## config.mk

```make
export PLATFORM = sky130hd
export DESIGN_NAME = crf_core
export DESIGN_NICKNAME = d
export VERILOG_FILES = /design/src/rtl/crf_pkg.sv /design/src/rtl/crf_core.sv /design/src/rtl/crf_flag_calc.sv
export SDC_FILE = /design/constraint.sdc
export NUM_CORES = 1
export LEC_CHECK = 0
export BUFFER_PORTS_ARGS = -buffer_cell sky130_fd_sc_hd__buf_2
export CAP_MARGIN = 20
export CORE_UTILIZATION = 40
export CTS_CLUSTER_SIZE = 20
export DETAILED_ROUTE_END_ITERATION = 10
export GPL_ROUTABILITY_DRIVEN = 1
export PLACE_DENSITY = 0.66
export SKIP_CTS_REPAIR_TIMING = 1
export SLEW_MARGIN = 30
export SYNTH_ARGS = -nofsm -noshare
export SYNTH_HDL_FRONTEND = slang
export SYNTH_HIERARCHICAL = 1
export SYNTH_SLANG_ARGS = --single-unit
```

## constraint.sdc

```tcl
create_clock -name clk -period 4.7 [get_ports clk]
set_input_delay 0.235 -clock clk [delete_from_list [all_inputs] [get_ports clk]]
set_output_delay 0.235 -clock clk [all_outputs]
set_load 0.005 [all_outputs]
```

## src/rtl/crf_pkg.sv

```systemverilog
// shared constants, types and enumerations of the cpu register file
package crf_pkg;
  // ****************************************
  // widths and reset values
  // ****************************************
  localparam int CRF_NUM_REGS = 8;
  localparam int CRF_SP_INDEX = 7;
  localparam logic [31:0] CRF_VECTOR_BASE = 32'h0000_0000;
  localparam logic [31:0] CRF_PC_RESET = 32'h0000_0000;
  localparam logic [31:0] CRF_GPR_RESET = 32'h0000_0000;
  localparam logic [7:0] CRF_FLAGS_RESET = 8'h80;
  localparam logic [7:0] CRF_EXT_CTRL_RESET = 8'h07;
  localparam int CRF_VEC_BYTES = 4;

  // ****************************************
  // flag byte field positions
  // ****************************************
  localparam int CRF_BIT_I = 7;
  localparam int CRF_BIT_UMASK = 6;
  localparam int CRF_BIT_H = 5;
  localparam int CRF_BIT_U = 4;
  localparam int CRF_BIT_N = 3;
  localparam int CRF_BIT_Z = 2;
  localparam int CRF_BIT_V = 1;
  localparam int CRF_BIT_C = 0;

  // ****************************************
  // enumerations
  // ****************************************
  typedef enum logic [1:0]
  {
    CRF_SZ_BYTE = 2'b00,
    CRF_SZ_WORD = 2'b01,
    CRF_SZ_LONG = 2'b10
  } crf_size_t;

  // general register view selector
  typedef enum logic [1:0]
  {
    CRF_VIEW_FULL = 2'b00,
    CRF_VIEW_EXT = 2'b01,
    CRF_VIEW_UPPER = 2'b10,
    CRF_VIEW_LOW = 2'b11
  } crf_view_t;

  typedef enum logic [2:0]
  {
    CRF_FOP_NONE = 3'b000,
    CRF_FOP_LOAD = 3'b001,
    CRF_FOP_AND = 3'b010,
    CRF_FOP_OR = 3'b011,
    CRF_FOP_XOR = 3'b100,
    CRF_FOP_ALU = 3'b101
  } crf_flag_op_t;

  typedef enum logic [1:0]
  {
    CRF_ALU_NONE = 2'b00,
    CRF_ALU_ADD = 2'b01,
    CRF_ALU_SUB = 2'b10,
    CRF_ALU_LOGIC = 2'b11
  } crf_alu_t;

  typedef enum logic [2:0]
  {
    CRF_ST_IDLE = 3'b000,
    CRF_ST_PUSH_PC = 3'b001,
    CRF_ST_PUSH_FLAGS = 3'b010,
    CRF_ST_POP_FLAGS = 3'b011,
    CRF_ST_POP_PC = 3'b100,
    CRF_ST_VEC = 3'b101
  } crf_state_t;

  // ****************************************
  // carriers
  // ****************************************
  typedef struct packed
  {
    logic en;
    logic [2:0] idx;
    crf_view_t view;
    logic [31:0] data;
  } crf_gpr_wr_t;

  typedef struct packed
  {
    logic en;
    crf_alu_t kind;
    crf_size_t size;
    logic [31:0] op_a;
    logic [31:0] op_b;
    logic [31:0] result;
    logic shift_out;
    logic shift_valid;
  } crf_alu_in_t;

  typedef struct packed
  {
    logic req;
    logic we;
    logic [31:0] addr;
    logic [31:0] wdata;
  } crf_mem_req_t;
endpackage

```

## src/rtl/crf_core.sv

```systemverilog
// cpu register file, program counter, flag byte and stack sequencer
`timescale 1ns/1ns
// Contract
// - vector table starts at address zero, one 32-bit address per entry.
// - memory indirect jump reads a longword at the 8-bit absolute address and branches.
// - program counter is pushed and popped as a full 32-bit word.
// - exception entry and return always save and restore extended control byte.
// - fetch width selectable between 16 and 32 bits.
// - fetch width affects instruction fetches only, never data access.
// - this product always fetches at 32-bit width.
// - eight equivalent 32-bit general registers, readable at 32, 16, 8 bits.
// - each register splits into extended and plain 16-bit halves.
// - each plain half splits into upper and low bytes.
// - full, plain half and low byte views usable as index by size.
// - register 7 serves as stack pointer for implicit pushes and pops.
// - program counter holds next address, lsb forced zero on fetch.
// - bit 7 masks interrupts, resets to one, set on exception entry.
// - bit 6 is a software user bit, optionally an extra mask.
// - half-carry captures carry at bit 3, 11 or 27 by size.
// - bit 4 is a user bit without hardware effect.
// - negative flag takes the result msb.
// - zero flag set on zero result, cleared otherwise.
// - overflow flag set on arithmetic overflow, cleared otherwise.
// - carry flag records carry, borrow or shifted-out bit.
// - branch conditions use n z v c; control ops load, and, or, xor flags.
// - extended half is upper 16 bits, plain half lower 16 bits.
module crf_core
#(
  parameter int NUM_REGS = crf_pkg::CRF_NUM_REGS,
  parameter bit FORCE_FETCH32 = 1'b1
)
(
  input wire logic clk,
  input wire logic arst_n,
  input wire crf_pkg::crf_gpr_wr_t gpr_wr,
  input wire logic [2:0] rd_idx,
  input wire crf_pkg::crf_view_t rd_view,
  output logic [31:0] rd_data,
  input wire logic [2:0] idx_sel,
  input wire crf_pkg::crf_size_t idx_size,
  output logic [31:0] idx_value,
  input wire logic sp_wr_en,
  input wire logic [31:0] sp_wr_data,
  output logic [31:0] sp_value,
  input wire logic pc_load,
  input wire logic [31:0] pc_load_value,
  input wire logic pc_advance,
  input wire logic [2:0] pc_step,
  output logic [31:0] pc_value,
  output logic [31:0] fetch_addr,
  input wire logic fetch32_req,
  output logic fetch32_mode,
  input wire crf_pkg::crf_flag_op_t flag_op,
  input wire logic [7:0] flag_operand,
  input wire crf_pkg::crf_alu_in_t alu_in,
  output logic [7:0] flags_value,
  input wire logic [3:0] cond_code,
  output logic cond_true,
  input wire logic user_mask_en,
  output logic irq_masked,
  output logic [7:0] ext_ctrl_value,
  input wire logic ext_ctrl_wr,
  input wire logic [7:0] ext_ctrl_wdata,
  input wire logic call_req,
  input wire logic [31:0] call_target,
  input wire logic ret_req,
  input wire logic exc_req,
  input wire logic [7:0] exc_vector,
  input wire logic rte_req,
  input wire logic ind_jump_req,
  input wire logic ind_jump_link,
  input wire logic [7:0] ind_abs_addr,
  output crf_pkg::crf_mem_req_t mem_req,
  input wire logic mem_ack,
  input wire logic [31:0] mem_rdata,
  output logic busy
);
  import crf_pkg::*;

  // ****************************************
  // helpers
  // ****************************************
  function automatic logic [31:0] view_read(input logic [31:0] r, input crf_view_t v);
    case (v)
      CRF_VIEW_FULL: view_read = r;
      CRF_VIEW_EXT: view_read = {16'h0000, r[31:16]};
      CRF_VIEW_UPPER: view_read = {24'h00_0000, r[15:8]};
      default: view_read = {24'h00_0000, r[7:0]};
    endcase
  endfunction

  function automatic logic [31:0] view_merge(input logic [31:0] r, input crf_view_t v,
                                             input logic [31:0] d);
    view_merge = r;
    case (v)
      CRF_VIEW_FULL: view_merge = d;
      CRF_VIEW_EXT: view_merge[31:16] = d[15:0];
      CRF_VIEW_UPPER: view_merge[15:8] = d[7:0];
      default: view_merge[7:0] = d[7:0];
    endcase
  endfunction

  // ****************************************
  // state
  // ****************************************
  logic [31:0] gpr_ff [NUM_REGS];
  logic [31:0] nxt_gpr [NUM_REGS];
  logic [31:0] pc_ff;
  logic [31:0] nxt_pc;
  logic [7:0] flags_ff;
  logic [7:0] nxt_flags;
  logic [7:0] ext_ff;
  logic [7:0] nxt_ext;
  crf_state_t state_ff;
  crf_state_t nxt_state;
  logic popping_ff;
  logic nxt_popping;
  logic link_ff;
  logic nxt_link;
  logic [31:0] tmp_ff;
  logic [31:0] nxt_tmp;
  crf_mem_req_t mem_ff;
  crf_mem_req_t nxt_mem;
  logic fetch32_ff;
  logic nxt_fetch32;
  logic [7:0] alu_flags;
  logic [31:0] sp_cur;

  crf_flag_calc crf_flag_calc_i
  (
    .alu(alu_in),
    .flags_in(flags_ff),
    .flags_out(alu_flags)
  );

  assign sp_cur = gpr_ff[CRF_SP_INDEX];

  // ****************************************
  // read side
  // ****************************************
  always_comb
  begin
    rd_data = view_read(gpr_ff[rd_idx], rd_view);
    case (idx_size)
      CRF_SZ_BYTE: idx_value = {24'h00_0000, gpr_ff[idx_sel][7:0]};
      CRF_SZ_WORD: idx_value = {16'h0000, gpr_ff[idx_sel][15:0]};
      default: idx_value = gpr_ff[idx_sel];
    endcase
    case (cond_code)
      4'h0: cond_true = 1'b1;
      4'h1: cond_true = 1'b0;
      4'h2: cond_true = ~(flags_ff[CRF_BIT_C] | flags_ff[CRF_BIT_Z]);
      4'h3: cond_true = flags_ff[CRF_BIT_C] | flags_ff[CRF_BIT_Z];
      4'h4: cond_true = ~flags_ff[CRF_BIT_C];
      4'h5: cond_true = flags_ff[CRF_BIT_C];
      4'h6: cond_true = ~flags_ff[CRF_BIT_Z];
      4'h7: cond_true = flags_ff[CRF_BIT_Z];
      4'h8: cond_true = ~flags_ff[CRF_BIT_V];
      4'h9: cond_true = flags_ff[CRF_BIT_V];
      4'ha: cond_true = ~flags_ff[CRF_BIT_N];
      4'hb: cond_true = flags_ff[CRF_BIT_N];
      4'hc: cond_true = ~(flags_ff[CRF_BIT_N] ^ flags_ff[CRF_BIT_V]);
      4'hd: cond_true = flags_ff[CRF_BIT_N] ^ flags_ff[CRF_BIT_V];
      4'he: cond_true = ~(flags_ff[CRF_BIT_Z] | (flags_ff[CRF_BIT_N] ^ flags_ff[CRF_BIT_V]));
      default: cond_true = flags_ff[CRF_BIT_Z] | (flags_ff[CRF_BIT_N] ^ flags_ff[CRF_BIT_V]);
    endcase
  end

  assign sp_value = sp_cur;
  assign pc_value = pc_ff;
  assign fetch_addr = {pc_ff[31:1], 1'b0};
  assign flags_value = flags_ff;
  assign ext_ctrl_value = ext_ff;
  assign fetch32_mode = fetch32_ff;
  // bit 4 deliberately drives nothing
  assign irq_masked = flags_ff[CRF_BIT_I] | (user_mask_en & flags_ff[CRF_BIT_UMASK]);
  assign mem_req = mem_ff;
  assign busy = (state_ff != CRF_ST_IDLE);

  // ****************************************
  // next state of registers and stack sequencer
  // ****************************************
  always_comb
  begin
    nxt_fetch32 = FORCE_FETCH32 ? 1'b1 : fetch32_req;
    nxt_gpr = gpr_ff;
    nxt_pc = pc_ff;
    nxt_flags = flags_ff;
    nxt_ext = ext_ff;
    nxt_state = state_ff;
    nxt_popping = popping_ff;
    nxt_link = link_ff;
    nxt_tmp = tmp_ff;
    nxt_mem = mem_ff;
    if (gpr_wr.en)
      nxt_gpr[gpr_wr.idx] = view_merge(gpr_ff[gpr_wr.idx], gpr_wr.view, gpr_wr.data);
    if (sp_wr_en)
      nxt_gpr[CRF_SP_INDEX] = sp_wr_data;
    if (ext_ctrl_wr)
      nxt_ext = ext_ctrl_wdata;
    case (flag_op)
      CRF_FOP_LOAD: nxt_flags = flag_operand;
      CRF_FOP_AND: nxt_flags = flags_ff & flag_operand;
      CRF_FOP_OR: nxt_flags = flags_ff | flag_operand;
      CRF_FOP_XOR: nxt_flags = flags_ff ^ flag_operand;
      CRF_FOP_ALU: nxt_flags = alu_flags;
      default: nxt_flags = flags_ff;
    endcase
    if (pc_load)
      nxt_pc = pc_load_value;
    else if (pc_advance)
      nxt_pc = pc_ff + {29'h0000_0000, pc_step};
    case (state_ff)
      CRF_ST_IDLE:
      begin
        if (exc_req)
        begin
          nxt_flags[CRF_BIT_I] = 1'b1;
          nxt_tmp = CRF_VECTOR_BASE + {22'h00_0000, exc_vector, 2'b00};
          nxt_mem = '{req: 1'b1, we: 1'b1, addr: sp_cur - 32'h0000_0004,
                      wdata: pc_ff};
          nxt_gpr[CRF_SP_INDEX] = sp_cur - 32'h0000_0004;
          nxt_popping = 1'b0;
          nxt_state = CRF_ST_PUSH_PC;
        end
        else if (call_req)
        begin
          nxt_tmp = call_target;
          nxt_mem = '{req: 1'b1, we: 1'b1, addr: sp_cur - 32'h0000_0004,
                      wdata: pc_ff};
          nxt_gpr[CRF_SP_INDEX] = sp_cur - 32'h0000_0004;
          nxt_popping = 1'b1;
          nxt_state = CRF_ST_PUSH_PC;
        end
        else if (rte_req)
        begin
          nxt_mem = '{req: 1'b1, we: 1'b0, addr: sp_cur, wdata: 32'h0000_0000};
          nxt_state = CRF_ST_POP_FLAGS;
        end
        else if (ret_req)
        begin
          nxt_mem = '{req: 1'b1, we: 1'b0, addr: sp_cur, wdata: 32'h0000_0000};
          nxt_state = CRF_ST_POP_PC;
        end
        else if (ind_jump_req)
        begin
          nxt_link = ind_jump_link;
          nxt_mem = '{req: 1'b1, we: 1'b0, addr: {24'h00_0000, ind_abs_addr},
                      wdata: 32'h0000_0000};
          nxt_state = CRF_ST_VEC;
        end
      end
      CRF_ST_PUSH_PC:
      begin
        if (mem_ack)
        begin
          if (popping_ff)
          begin
            // subroutine call: pc pushed, jump now
            nxt_mem.req = 1'b0;
            nxt_pc = tmp_ff;
            nxt_state = CRF_ST_IDLE;
          end
          else
          begin
            // exception frame: flag and control bytes share the next word
            nxt_mem = '{req: 1'b1, we: 1'b1, addr: sp_cur - 32'h0000_0004,
                        wdata: {flags_ff, ext_ff, 16'h0000}};
            nxt_gpr[CRF_SP_INDEX] = sp_cur - 32'h0000_0004;
            nxt_state = CRF_ST_PUSH_FLAGS;
          end
        end
      end
      CRF_ST_PUSH_FLAGS:
      begin
        if (mem_ack)
        begin
          nxt_link = 1'b0;
          nxt_mem = '{req: 1'b1, we: 1'b0, addr: tmp_ff, wdata: 32'h0000_0000};
          nxt_state = CRF_ST_VEC;
        end
      end
      CRF_ST_POP_FLAGS:
      begin
        if (mem_ack)
        begin
          nxt_flags = mem_rdata[31:24];
          nxt_ext = mem_rdata[23:16];
          nxt_gpr[CRF_SP_INDEX] = sp_cur + 32'h0000_0004;
          nxt_mem = '{req: 1'b1, we: 1'b0, addr: sp_cur + 32'h0000_0004,
                      wdata: 32'h0000_0000};
          nxt_state = CRF_ST_POP_PC;
        end
      end
      CRF_ST_POP_PC:
      begin
        if (mem_ack)
        begin
          nxt_pc = mem_rdata;
          nxt_gpr[CRF_SP_INDEX] = sp_cur + 32'h0000_0004;
          nxt_mem.req = 1'b0;
          nxt_state = CRF_ST_IDLE;
        end
      end
      CRF_ST_VEC:
      begin
        if (mem_ack)
        begin
          if (link_ff)
          begin
            // indirect call: push return pc, then branch to the fetched word
            nxt_tmp = mem_rdata;
            nxt_link = 1'b0;
            nxt_popping = 1'b1;
            nxt_mem = '{req: 1'b1, we: 1'b1, addr: sp_cur - 32'h0000_0004,
                        wdata: pc_ff};
            nxt_gpr[CRF_SP_INDEX] = sp_cur - 32'h0000_0004;
            nxt_state = CRF_ST_PUSH_PC;
          end
          else
          begin
            nxt_pc = mem_rdata;
            nxt_mem.req = 1'b0;
            nxt_state = CRF_ST_IDLE;
          end
        end
      end
      default: nxt_state = CRF_ST_IDLE;
    endcase
  end

  // ****************************************
  // registers
  // ****************************************
  always_ff @(posedge clk or negedge arst_n)
  begin
    if (!arst_n)
    begin
      // general regs undefined by design; zero chosen for determinism
      gpr_ff <= '{default: CRF_GPR_RESET};
      pc_ff <= CRF_PC_RESET;
      flags_ff <= CRF_FLAGS_RESET;
      ext_ff <= CRF_EXT_CTRL_RESET;
      state_ff <= CRF_ST_IDLE;
      popping_ff <= 1'b0;
      link_ff <= 1'b0;
      tmp_ff <= 32'h0000_0000;
      mem_ff <= '0;
      fetch32_ff <= 1'b1;
    end
    else
    begin
      gpr_ff <= nxt_gpr;
      pc_ff <= nxt_pc;
      flags_ff <= nxt_flags;
      ext_ff <= nxt_ext;
      state_ff <= nxt_state;
      popping_ff <= nxt_popping;
      link_ff <= nxt_link;
      tmp_ff <= nxt_tmp;
      mem_ff <= nxt_mem;
      fetch32_ff <= nxt_fetch32;
    end
  end
endmodule // crf_core

```

## src/rtl/crf_flag_calc.sv

```systemverilog
// condition flag computation from an alu result
`timescale 1ns/1ns
module crf_flag_calc
(
  input wire crf_pkg::crf_alu_in_t alu,
  input wire logic [7:0] flags_in,
  output logic [7:0] flags_out
);
  import crf_pkg::*;

  // ****************************************
  // msb position of an operand size
  // ****************************************
  function automatic int msb_of(input crf_size_t sz);
    case (sz)
      CRF_SZ_BYTE: msb_of = 7;
      CRF_SZ_WORD: msb_of = 15;
      default: msb_of = 31;
    endcase
  endfunction

  // half-carry sits four bits below the msb: 3, 11, 27
  function automatic int half_of(input crf_size_t sz);
    half_of = msb_of(sz) - 4;
  endfunction

  logic [32:0] sum;
  logic [31:0] carry_vec;
  logic [31:0] b_eff;
  logic sa;
  logic sb;
  logic sr;
  logic cout;
  logic half;
  logic zero;
  int m;

  always_comb
  begin
    m = msb_of(alu.size);
    b_eff = (alu.kind == CRF_ALU_SUB) ? ~alu.op_b : alu.op_b;
    sum = {1'b0, alu.op_a} + {1'b0, b_eff} + {32'h0000_0000, (alu.kind == CRF_ALU_SUB)};
    carry_vec = alu.op_a ^ b_eff ^ sum[31:0];
    sa = alu.op_a[m];
    sb = alu.op_b[m];
    sr = alu.result[m];
    // carry into bit m+1; inverted for subtraction to give a borrow
    cout = (m == 31) ? sum[32] : carry_vec[m + 1];
    half = carry_vec[half_of(alu.size) + 1];
    if (alu.kind == CRF_ALU_SUB)
    begin
      cout = ~cout;
      half = ~half;
    end
    case (alu.size)
      CRF_SZ_BYTE: zero = (alu.result[7:0] == 8'h00);
      CRF_SZ_WORD: zero = (alu.result[15:0] == 16'h0000);
      default: zero = (alu.result == 32'h0000_0000);
    endcase
    flags_out = flags_in;
    if (alu.en)
    begin
      flags_out[CRF_BIT_N] = sr;
      flags_out[CRF_BIT_Z] = zero;
      case (alu.kind)
        CRF_ALU_ADD:
        begin
          flags_out[CRF_BIT_H] = half;
          flags_out[CRF_BIT_V] = (sa == sb) && (sr != sa);
          flags_out[CRF_BIT_C] = cout;
        end
        CRF_ALU_SUB:
        begin
          flags_out[CRF_BIT_H] = half;
          flags_out[CRF_BIT_V] = (sa != sb) && (sr != sa);
          flags_out[CRF_BIT_C] = cout;
        end
        default:
        begin
          flags_out[CRF_BIT_V] = 1'b0;
          if (alu.shift_valid)
          begin
            flags_out[CRF_BIT_C] = alu.shift_out;
          end
        end
      endcase
    end
  end
endmodule // crf_flag_calc

```

== Yosys cells after proc, flatten, opt, wreduce, memory -nomap -nowiden ==
Cells that the tools add are included.

* Equal/unequal tests: 51
* Bitwise logic cells: 23
* Reductions and logical operators: 26
* Order comparisons: 7
* Add/sub/neg operators: 8
* Mux-type cells: 118

{| class="wikitable"
|+ Operators with widths
! cell !! count
|-
| two-way mux 32 bit || 28
|-
| two-way mux 66 bit || 9
|-
| one-hot mux 65 bit (5 select lines) || 1
|-
| binary-select mux 32 bit (select 3 bit) || 3
|-
| bitwise mux 256 bit || 1
|-
| one-hot mux 32 bit (3 select lines) || 2
|-
| two-way mux 65 bit || 2
|-
| one-hot mux 32 bit (2 select lines) || 2
|-
| one-hot mux 32 bit (4 select lines) || 1
|-
| demux 32 bit (select 3 bit) || 1
|-
| less-than comparator 32 x 7 -> 1 bit (second input constant) || 2
|-
| bitwise XOR 32 bit || 2
|-
| two-way mux 8 bit || 7
|-
| one-hot mux 8 bit (5 select lines) || 1
|-
| adder 32 x 32 -> 33 bit || 1
|-
| adder 33 x 1 -> 33 bit || 1
|-
| adder 32 x 2 -> 32 bit (second input constant) || 1
|-
| adder 32 x 3 -> 32 bit || 1
|-
| adder 32 x 3 -> 32 bit (second input constant) || 1
|-
| zero test 32 bit || 1
|-
| NOT 32 bit || 1
|-
| one-hot mux 16 bit (2 select lines) || 1
|-
| subtractor 32 x 3 -> 32 bit (second input constant) || 1
|-
| two-way mux 1 bit || 30
|-
| other kinds (57) || 132
|}

* Register bits after elaboration: 407
* Input port bits: 336
* Output and inout bits: 246
* Logic and storage cells: 252

== Logic depth before layout (Yosys ltp) ==
Gate-level depths: netlist of the first run.

* Depth after elaboration: 16
* Gate-level depth with buffers: 18
* Mapped depth without buffers: 16

== Hierarchy ==
Netlist of the first run, hierarchy kept.

{| class="wikitable"
|+ By module, submodules not included
! module !! instances !! cells each !! area an instance (µm²)
|-
| crf_core || 1 || 2961 || 27825.4
|-
| crf_flag_calc || 1 || 182 || 1383.8
|}

== Worst setup path before layout of the first run ==
OpenSTA, ideal clock, no wires.

* Kind: register to register
* Start: register gpr_ff (netlist bit sp_value[3])
* End: register mem_ff (netlist bit mem_req[54])
* Arrival time: 3232 ps
* Stages on the path, launching flop included: 13
* Slack: 1401 ps
* Buffers on the path: 4
* Path through: dfrtp_1 > clkbuf_1 > inv_1 > ha_1 > or4b_1 > buf_2 > or4_4 > buf_6 > or4_1 > buf_2 > or3_1 > o211ai_1 > o2111a_1

* Cells in the longest elaborated chain, start to end: 4

{| class="wikitable"
|+ RTL lines
! element !! RTL line !! source
|-
| from (decl) || crf_core.sv:106 || <nowiki>logic [31:0] gpr_ff [NUM_REGS];</nowiki>
|-
| from (signal assigned) || crf_core.sv:353 || <nowiki>gpr_ff <= nxt_gpr;</nowiki>
|-
| subtractor 32 x 3 -> 32 bit || n/a ||
|-
| two-way mux 65 bit (tied with other cells) || crf_core.sv:309 || <nowiki>if (link_ff)</nowiki>
|-
| two-way mux 66 bit, on equally long branches || crf_core.sv:307, crf_core.sv:216, crf_core.sv:255 ||
|-
| one-hot mux 65 bit (5 select lines) (*) || crf_core.sv:213 || <nowiki>case (state_ff)</nowiki>
|-
| to (signal assigned) || crf_core.sv:361 || <nowiki>mem_ff <= nxt_mem;</nowiki>
|-
| to (decl) || crf_core.sv:122 || <nowiki>crf_mem_req_t mem_ff;</nowiki>
|}

Mark *: on every way between the ends. The rest lies on a longest branch, timed or not. The select of a mux whose other input is x is not followed.
A chain may end at the register's enable or synchronous reset.

== Final worst setup path of the first run ==
* Start: register gpr_ff (netlist bit sp_value[3])
* End: register mem_ff (netlist bit mem_req[58])

Same word-level chain as after synthesis.

==> flow_metrics.py, run 1 <==
metrics = {
    "clock_network": {
        "numCtsBuffers": 48,
        "cts_buffer_depth": 3,
        "clk-insertion-delay-late_ns": 0.62,
        "cts.clk_slew.worst_paths_ns": 0.06,
        "cts_max_level": 2,
        "tritoncts": "built",
        "ctsRootBufferMaster": "clkbuf_16",
        "cts_sinks": 407,
    },
    "setup_path": {
        "crit_fanout": 14,
        "cp.arrival_ns": 4.09,
        "cp-end-kind": "register",
        "startpoint_type": "register",
        "path_class": "register to register",
        "worstRegToRegCells": 9,
        "r2r_end": "mem_req[58]",
        "ff2ff_setup_slack_ns": 1.11,
        "crit_start": "sp_value[3]",
        "worstPathRequired_ns": 5.20,
        "worstReg2RegStart": "sp_value[3]",
    },
    "sta": {
        "setup_tns_ns": 0,
        "setup_violations": 0,
        "max_freq_mhz": 279,
        "hold_slack_ns": -0.0342,
        "fin_ws_ns": 1.11,
        "relSlewSlack_pct": 33.4,
        "fin_worst_skew_ns": 0.0310,
        "rsz0062_at_grt": "false",
        "final-hold-violation-count": 8,
        "fin_crit_ns": 3.59,
        "fin_crit_sh_pct": 76.3,
        "max_slew.worst_pin.slew_ns": 0.974,
        "slew_viol_final": 0,
    },
    "drt": {
        "drt_iter0_markers": 3741,
        "first_pass_iters": 9,
        "route.detailed.drc": 0,
        "wl_per_cell_um": 26.3,
        "vias": 28379,
        "vias_per_cell": 6.21,
        "drtAntennaViolNets": 0,
        "totalWireLength_um": 120000,
    },
    "hold_path": {
        "hold_start": "mem_rdata[13]",
        "hold_depth": 3,
        "hold_end": "tmp_ff[13]",
        "hold_path_class": "input pin to register",
    },
    "floorplanning": {
        "die_area_um2": 74100,
        "rows": 98,
        "io_pins": 582,
        "die_height_um": 272,
        "start_util_pct": 40.7,
        "die_w_um": 272,
        "core_area_um2": 71900,
    },
    "grt": {
        "grt_max_degree": 126,
        "overflow": 0,
        "grt_pass1_vias": 26214,
        "antenna_found_initial": 21,
        "grt_pass1_wl_um": 176000,
        "grt.total_usage_pct": 31.5,
    },
    "placed_design": {
        "place_ws_ns": 1.23,
        "gp_congestion": 0.973,
        "dpl.hpwl_um": 88100,
        "io_buffer_count": 578,
        "placed_area_um2": 32500,
    },
    "synth": {
        "ys_ff_latch": 407,
        "synthDistinctLibCells": 76,
        "synth.most_common_cell": "nand2_1",
        "synth.net_count": 3536,
        "yosys_warnings": 6,
        "synthesis.area_um2": 29200,
        "ys_seq_area_share_pct": 34.9,
        "synth.area.top_cells": "dfrtp_1 (35%), mux4_2 (15%), o21ai_0 (7.4%)",
        "yosys-top-cells-count": "nand2_1 (443), o21ai_0 (431), dfrtp_1 (403)",
        "yosys_most_used_dff": "dfrtp_1",
        "synth_top_cell_by_area": "dfrtp_1",
        "syn_avg_cell_area_um2": 9.29,
        "synth_edf_count": 0,
        "async_flop_share_pct": 100,
        "synthCells": 3143,
        "netlist.area_leader.share_pct": 34.5,
    },
    "power_and_ir_drop": {
        "power_mw": 19.8,
        "powerDensity_nw_per_um2": 567,
        "p_leak_nw": 15.2,
        "vdd_ir_drop_max_uv": 390,
    },
    "final_layout": {
        "fin_nets": 3967,
        "nFillCells": 6884,
        "final_layout_size_suffix_gt1_share_pct": 28.6,
        "stdcell_area_um2": 34900,
        "regArea_um2": 10200,
        "multiInputGateArea_um2": 17300,
        "post-route-util_pct": 48.6,
        "syn2layout_area_growth_pct": 19.5,
    },
    "flow_run": {
        "max_cap_violations": 0,
    },
    "status": {
        "violations": "negative hold slack",
        "status": "finished with violations",
    },
}
[per-stage QoR]
stage                     instances  hold WS, ns
final                          4567      -0.0342
after global routing           4562      0.00179
after CTS                      4480       -0.274
after detailed placement       4396        0.371
after global placement         4396        0.379
after floorplan                3143      -0.0606
[final cells by class]
type,instances,area share [%]
antenna,9,0.0645
clock buffer,71,4.09
clock inverter,13,0.516
inverter,54,0.580
multi-input combinational,2329,49.7
sequential,407,29.2
tap,950,3.40
timing repair buffer,734,12.5
[flip-flops by register name (all words and copies together), names as in the netlist]
| register | count |
|---|---|
| ext_ctrl_value | 8 |
| flags_value | 8 |
| gpr_ff | 224 |
| link_ff | 1 |
| mem_req | 66 |
| pc_value | 32 |
| popping_ff | 1 |
| sp_value | 32 |
| state_ff | 3 |
| tmp_ff | 32 |
[metal layers]
metal  part of all wire, %  track usage (%)  wire length [um]
met5                  0.11                0               133
met4                   5.2             14.5              6250
met3                    12             9.84             14100
met2                    45             49.5             54500
met1                    38             39.6             45200
[how the worst max path moves through the flow]
stage | end | slack [ns] | cells past startpoint
after floorplan | mem_req[54] | 1.40 | 12
after global placement | flags_value[0] | 1.26 | 17
after detailed placement | mem_req[56] | 1.23 | 9
after CTS | mem_req[56] | 1.21 | 9
after global routing | mem_req[58] | 1.05 | 9
final | mem_req[58] | 1.11 | 9
[placed cells by master (no fill, tap or decap), types with 12 or more instances in the layout]
cell	instances
buf_2	572
nand2_1	443
o21ai_0	430
dfrtp_1	403
mux4_2	191
nor2_1	172
a21oi_1	162
mux2i_1	85
dlygate4sd3_1	78
buf_4	76
nand3_1	58
xor2_1	57
ha_1	55
inv_1	53
a221oi_1	48
clkbuf_16	48
nor3_1	46
mux2_2	42
nor2b_1	39
xnor2_1	38
a211oi_1	36
o22ai_1	31
nor4_1	30
nor3b_1	30
a22oi_1	29
a222oi_1	25
a22o_1	23
o221ai_1	22
and3_1	16
o221a_2	14
a221o_1	14
clkbuf_8	14
o211ai_1	13
nand4_1	12
[critical path: stages (launching register included)]
cell and delay (ns):
dfrtp_1 0.35, buf_4 0.20, inv_1 0.09, ha_1 0.27, or4b_1 0.62, or4_4 0.62
nor3_1 0.69, a221o_1 0.28, a221oi_1 0.08, nor3_1 0.28
[report_power, final]
part	switching (mW)	internal [mW]	total, mW	leakage [nW]
Combinational	5.35	3.86	9.21	9.35
Clock	1.64	2.22	3.86	0.776
Sequential	1.96	4.75	6.72	5.12
Total	8.95	10.8	19.8	15.2
[logic make-up (layout without fill, tap and decap cells)]
kind of cell	after synthesis	after routing	share of synthesized area, %
adder cells (fa/ha/maj)	57	57	2.47
other	2	11	0.0257
AO/OA/AOI/OAI	930	930	19.9
flip-flops	407	407	34.9
buffers and inverters	407	872	6.17
AND/OR/NAND/NOR	927	927	14.5
multiplexers	318	318	19.3
XOR/XNOR	95	95	2.85
Power figures use the tool's default switching activity.
==> run 2: changes to the inputs <==
==> constraint.sdc (replaced) <==
create_clock -name clk -period 3.4 [get_ports clk]
set_input_delay 0.17 -clock clk [delete_from_list [all_inputs] [get_ports clk]]
set_output_delay 0.17 -clock clk [all_outputs]
set_load 0.005 [all_outputs]
==> flow_metrics.py, run 2 (synthesized netlist as in run 1, its figures left out) <==
metrics = {
    "status": {
        "status": "finished with violations",
        "violations": "negative hold slack",
    },
    "sta": {
        "fin_crit_ns": 3.16,
        "slew_viol_final": 0,
        "max_slew.worst_pin.slew_ns": 0.887,
        "setup_violations": 0,
        "relSlewSlack_pct": 40.9,
        "fin_crit_sh_pct": 92.8,
        "fin_worst_skew_ns": 0.0473,
        "final-hold-violation-count": 2,
        "max_freq_mhz": 317,
        "setup_tns_ns": 0,
        "rsz0062_at_grt": "false",
        "hold_slack_ns": -0.0160,
    },
    "power_and_ir_drop": {
        "power_mw": 28.1,
        "powerDensity_nw_per_um2": 778,
        "vdd_ir_drop_max_uv": 585,
        "p_leak_nw": 15.9,
    },
    "drt": {
        "wl_per_cell_um": 26.1,
        "vias_per_cell": 6.12,
        "route.detailed.drc": 0,
        "first_pass_iters": 6,
        "drtAntennaViolNets": 0,
        "totalWireLength_um": 122000,
        "drt_iter0_markers": 3387,
        "vias": 28698,
    },
    "setup_path": {
        "crit_fanout": 21,
        "worstPathRequired_ns": 3.85,
        "max_stage_delay_ns": 0.60,
        "critPathSlowestCell": "dlygate4sd3_1",
        "cp.arrival_ns": 3.61,
        "path_class": "register to register",
        "startpoint_type": "register",
        "path_cells": "buf_4 -> nor2b_1 -> a22oi_1 -> nor3_1 -> buf_4 -> nor2b_1 -> buf_4 -> a222oi_1 -> dlygate4sd3_1 -> o21ai_0",
        "cp-end-kind": "register",
        "cpMostUsedCell": "buf_4",
    },
    "hold_path": {
        "hold_path_class": "input pin to register",
    },
    "grt": {
        "grt.total_usage_pct": 32.2,
        "antenna_found_initial": 14,
        "grt_max_degree": 96,
        "grt_pass1_wl_um": 179000,
        "grt_pass1_vias": 26620,
        "overflow": 0,
    },
    "placed_design": {
        "dpl.hpwl_um": 90500,
        "gp_congestion": 0.989,
        "io_buffer_count": 578,
        "placed_area_um2": 33300,
        "dpl.cell_count": 4483,
    },
    "floorplanning": {
        "start_util_pct": 40.7,
        "rows": 98,
        "die_w_um": 272,
        "io_pins": 582,
        "die_area_um2": 74100,
        "core_area_um2": 71900,
        "die_height_um": 272,
    },
    "clock_network": {
        "numCtsBuffers": 48,
        "tritoncts": "built",
        "ctsRootBufferMaster": "clkbuf_16",
        "cts_max_level": 2,
        "cts_sinks": 407,
        "clk-insertion-delay-late_ns": 0.63,
        "cts.clk_slew.worst_paths_ns": 0.06,
        "cts_buffer_depth": 3,
    },
    "final_layout": {
        "layout_commonest_cell": "buf_2",
        "final_cell_mix": "buf_2 (574), nand2_1 (443), o21ai_0 (430)",
        "largest_register_ffs": 224,
        "stdcell_area_um2": 36100,
        "stdcell_count": 4690,
        "largest-register": "gpr_ff",
        "final_layout_size_suffix_gt1_share_pct": 29.9,
        "syn2layout_area_growth_pct": 23.5,
        "fin_nets": 4089,
    },
    "flow_run": {
        "max_cap_violations": 0,
    },
}
==> run 2: cell count changes in the layout (fill, tap and decap cells not counted), sizes merged <==
cell | before | now
diode | 9 | 6
dlygate4sd3 | 78 | 112
inv | 55 | 57
bufinv | 2 | 4
buf | 656 | 744
clkinvlp | 4 | 0
clkinv | 6 | 12
clkbuf | 71 | 69
==> run 2: path summary, 6_finish.rpt <==
check,slack [ns],end,depth (start not counted),from
max,0.24,pc_value[13],10,state_ff[2]
min,-0.02,tmp_ff[8],5,call_target[8]
max reg2reg,0.24,pc_value[13],10,state_ff[2]
min reg2reg,0.46,mem_req[2],2,mem_req[2]
max in group asynchronous,2.18,gpr_ff[134],4,arst_n
min in group asynchronous,0.16,gpr_ff[237],2,arst_n
==> run 2: area by class of cell <==
type	count	area (um2)
antenna	6	15.0
clock buffer	69	1380
clock inverter	19	254
inverter	54	203
fill	6739	35800
tap	950	1190
multi-input combinational	2329	17300
sequential	407	10200
timing repair buffer	856	5540
==> run 2: metrics by stage <==
stage	setup slack (ns)	util (%)
2_1_floorplan	0.101	-
3_3_place_gp	0.350	46.3
3_5_place_dp	0.307	46.3
4_1_cts	0.339	48.6
5_1_grt	0.0486	50.2
6_report	0.245	50.2
==> run 2: power breakdown <==
group,internal (mW),switching (mW)
clock,3.15,2.28
combinational,5.83,8.07
sequential,6.58,2.16
total,15.6,12.5
==> run 2: metal layers <==
layer	part of all wire [%]	wire, um	track usage, %
met1	38	46300	41.0
met2	46	56400	51.0
met3	12	14100	9.84
met4	4.3	5310	12.4
met5	0.077	94	0
==> run 2: worst max-delay path, delay by kind of cell, from the launching register on <==
kind	cells	cell delay, ns
buffers and inverters	4	1.31
AND/OR/NAND/NOR	3	0.61
AO/OA/AOI/OAI	3	0.59
flip-flops	1	0.50
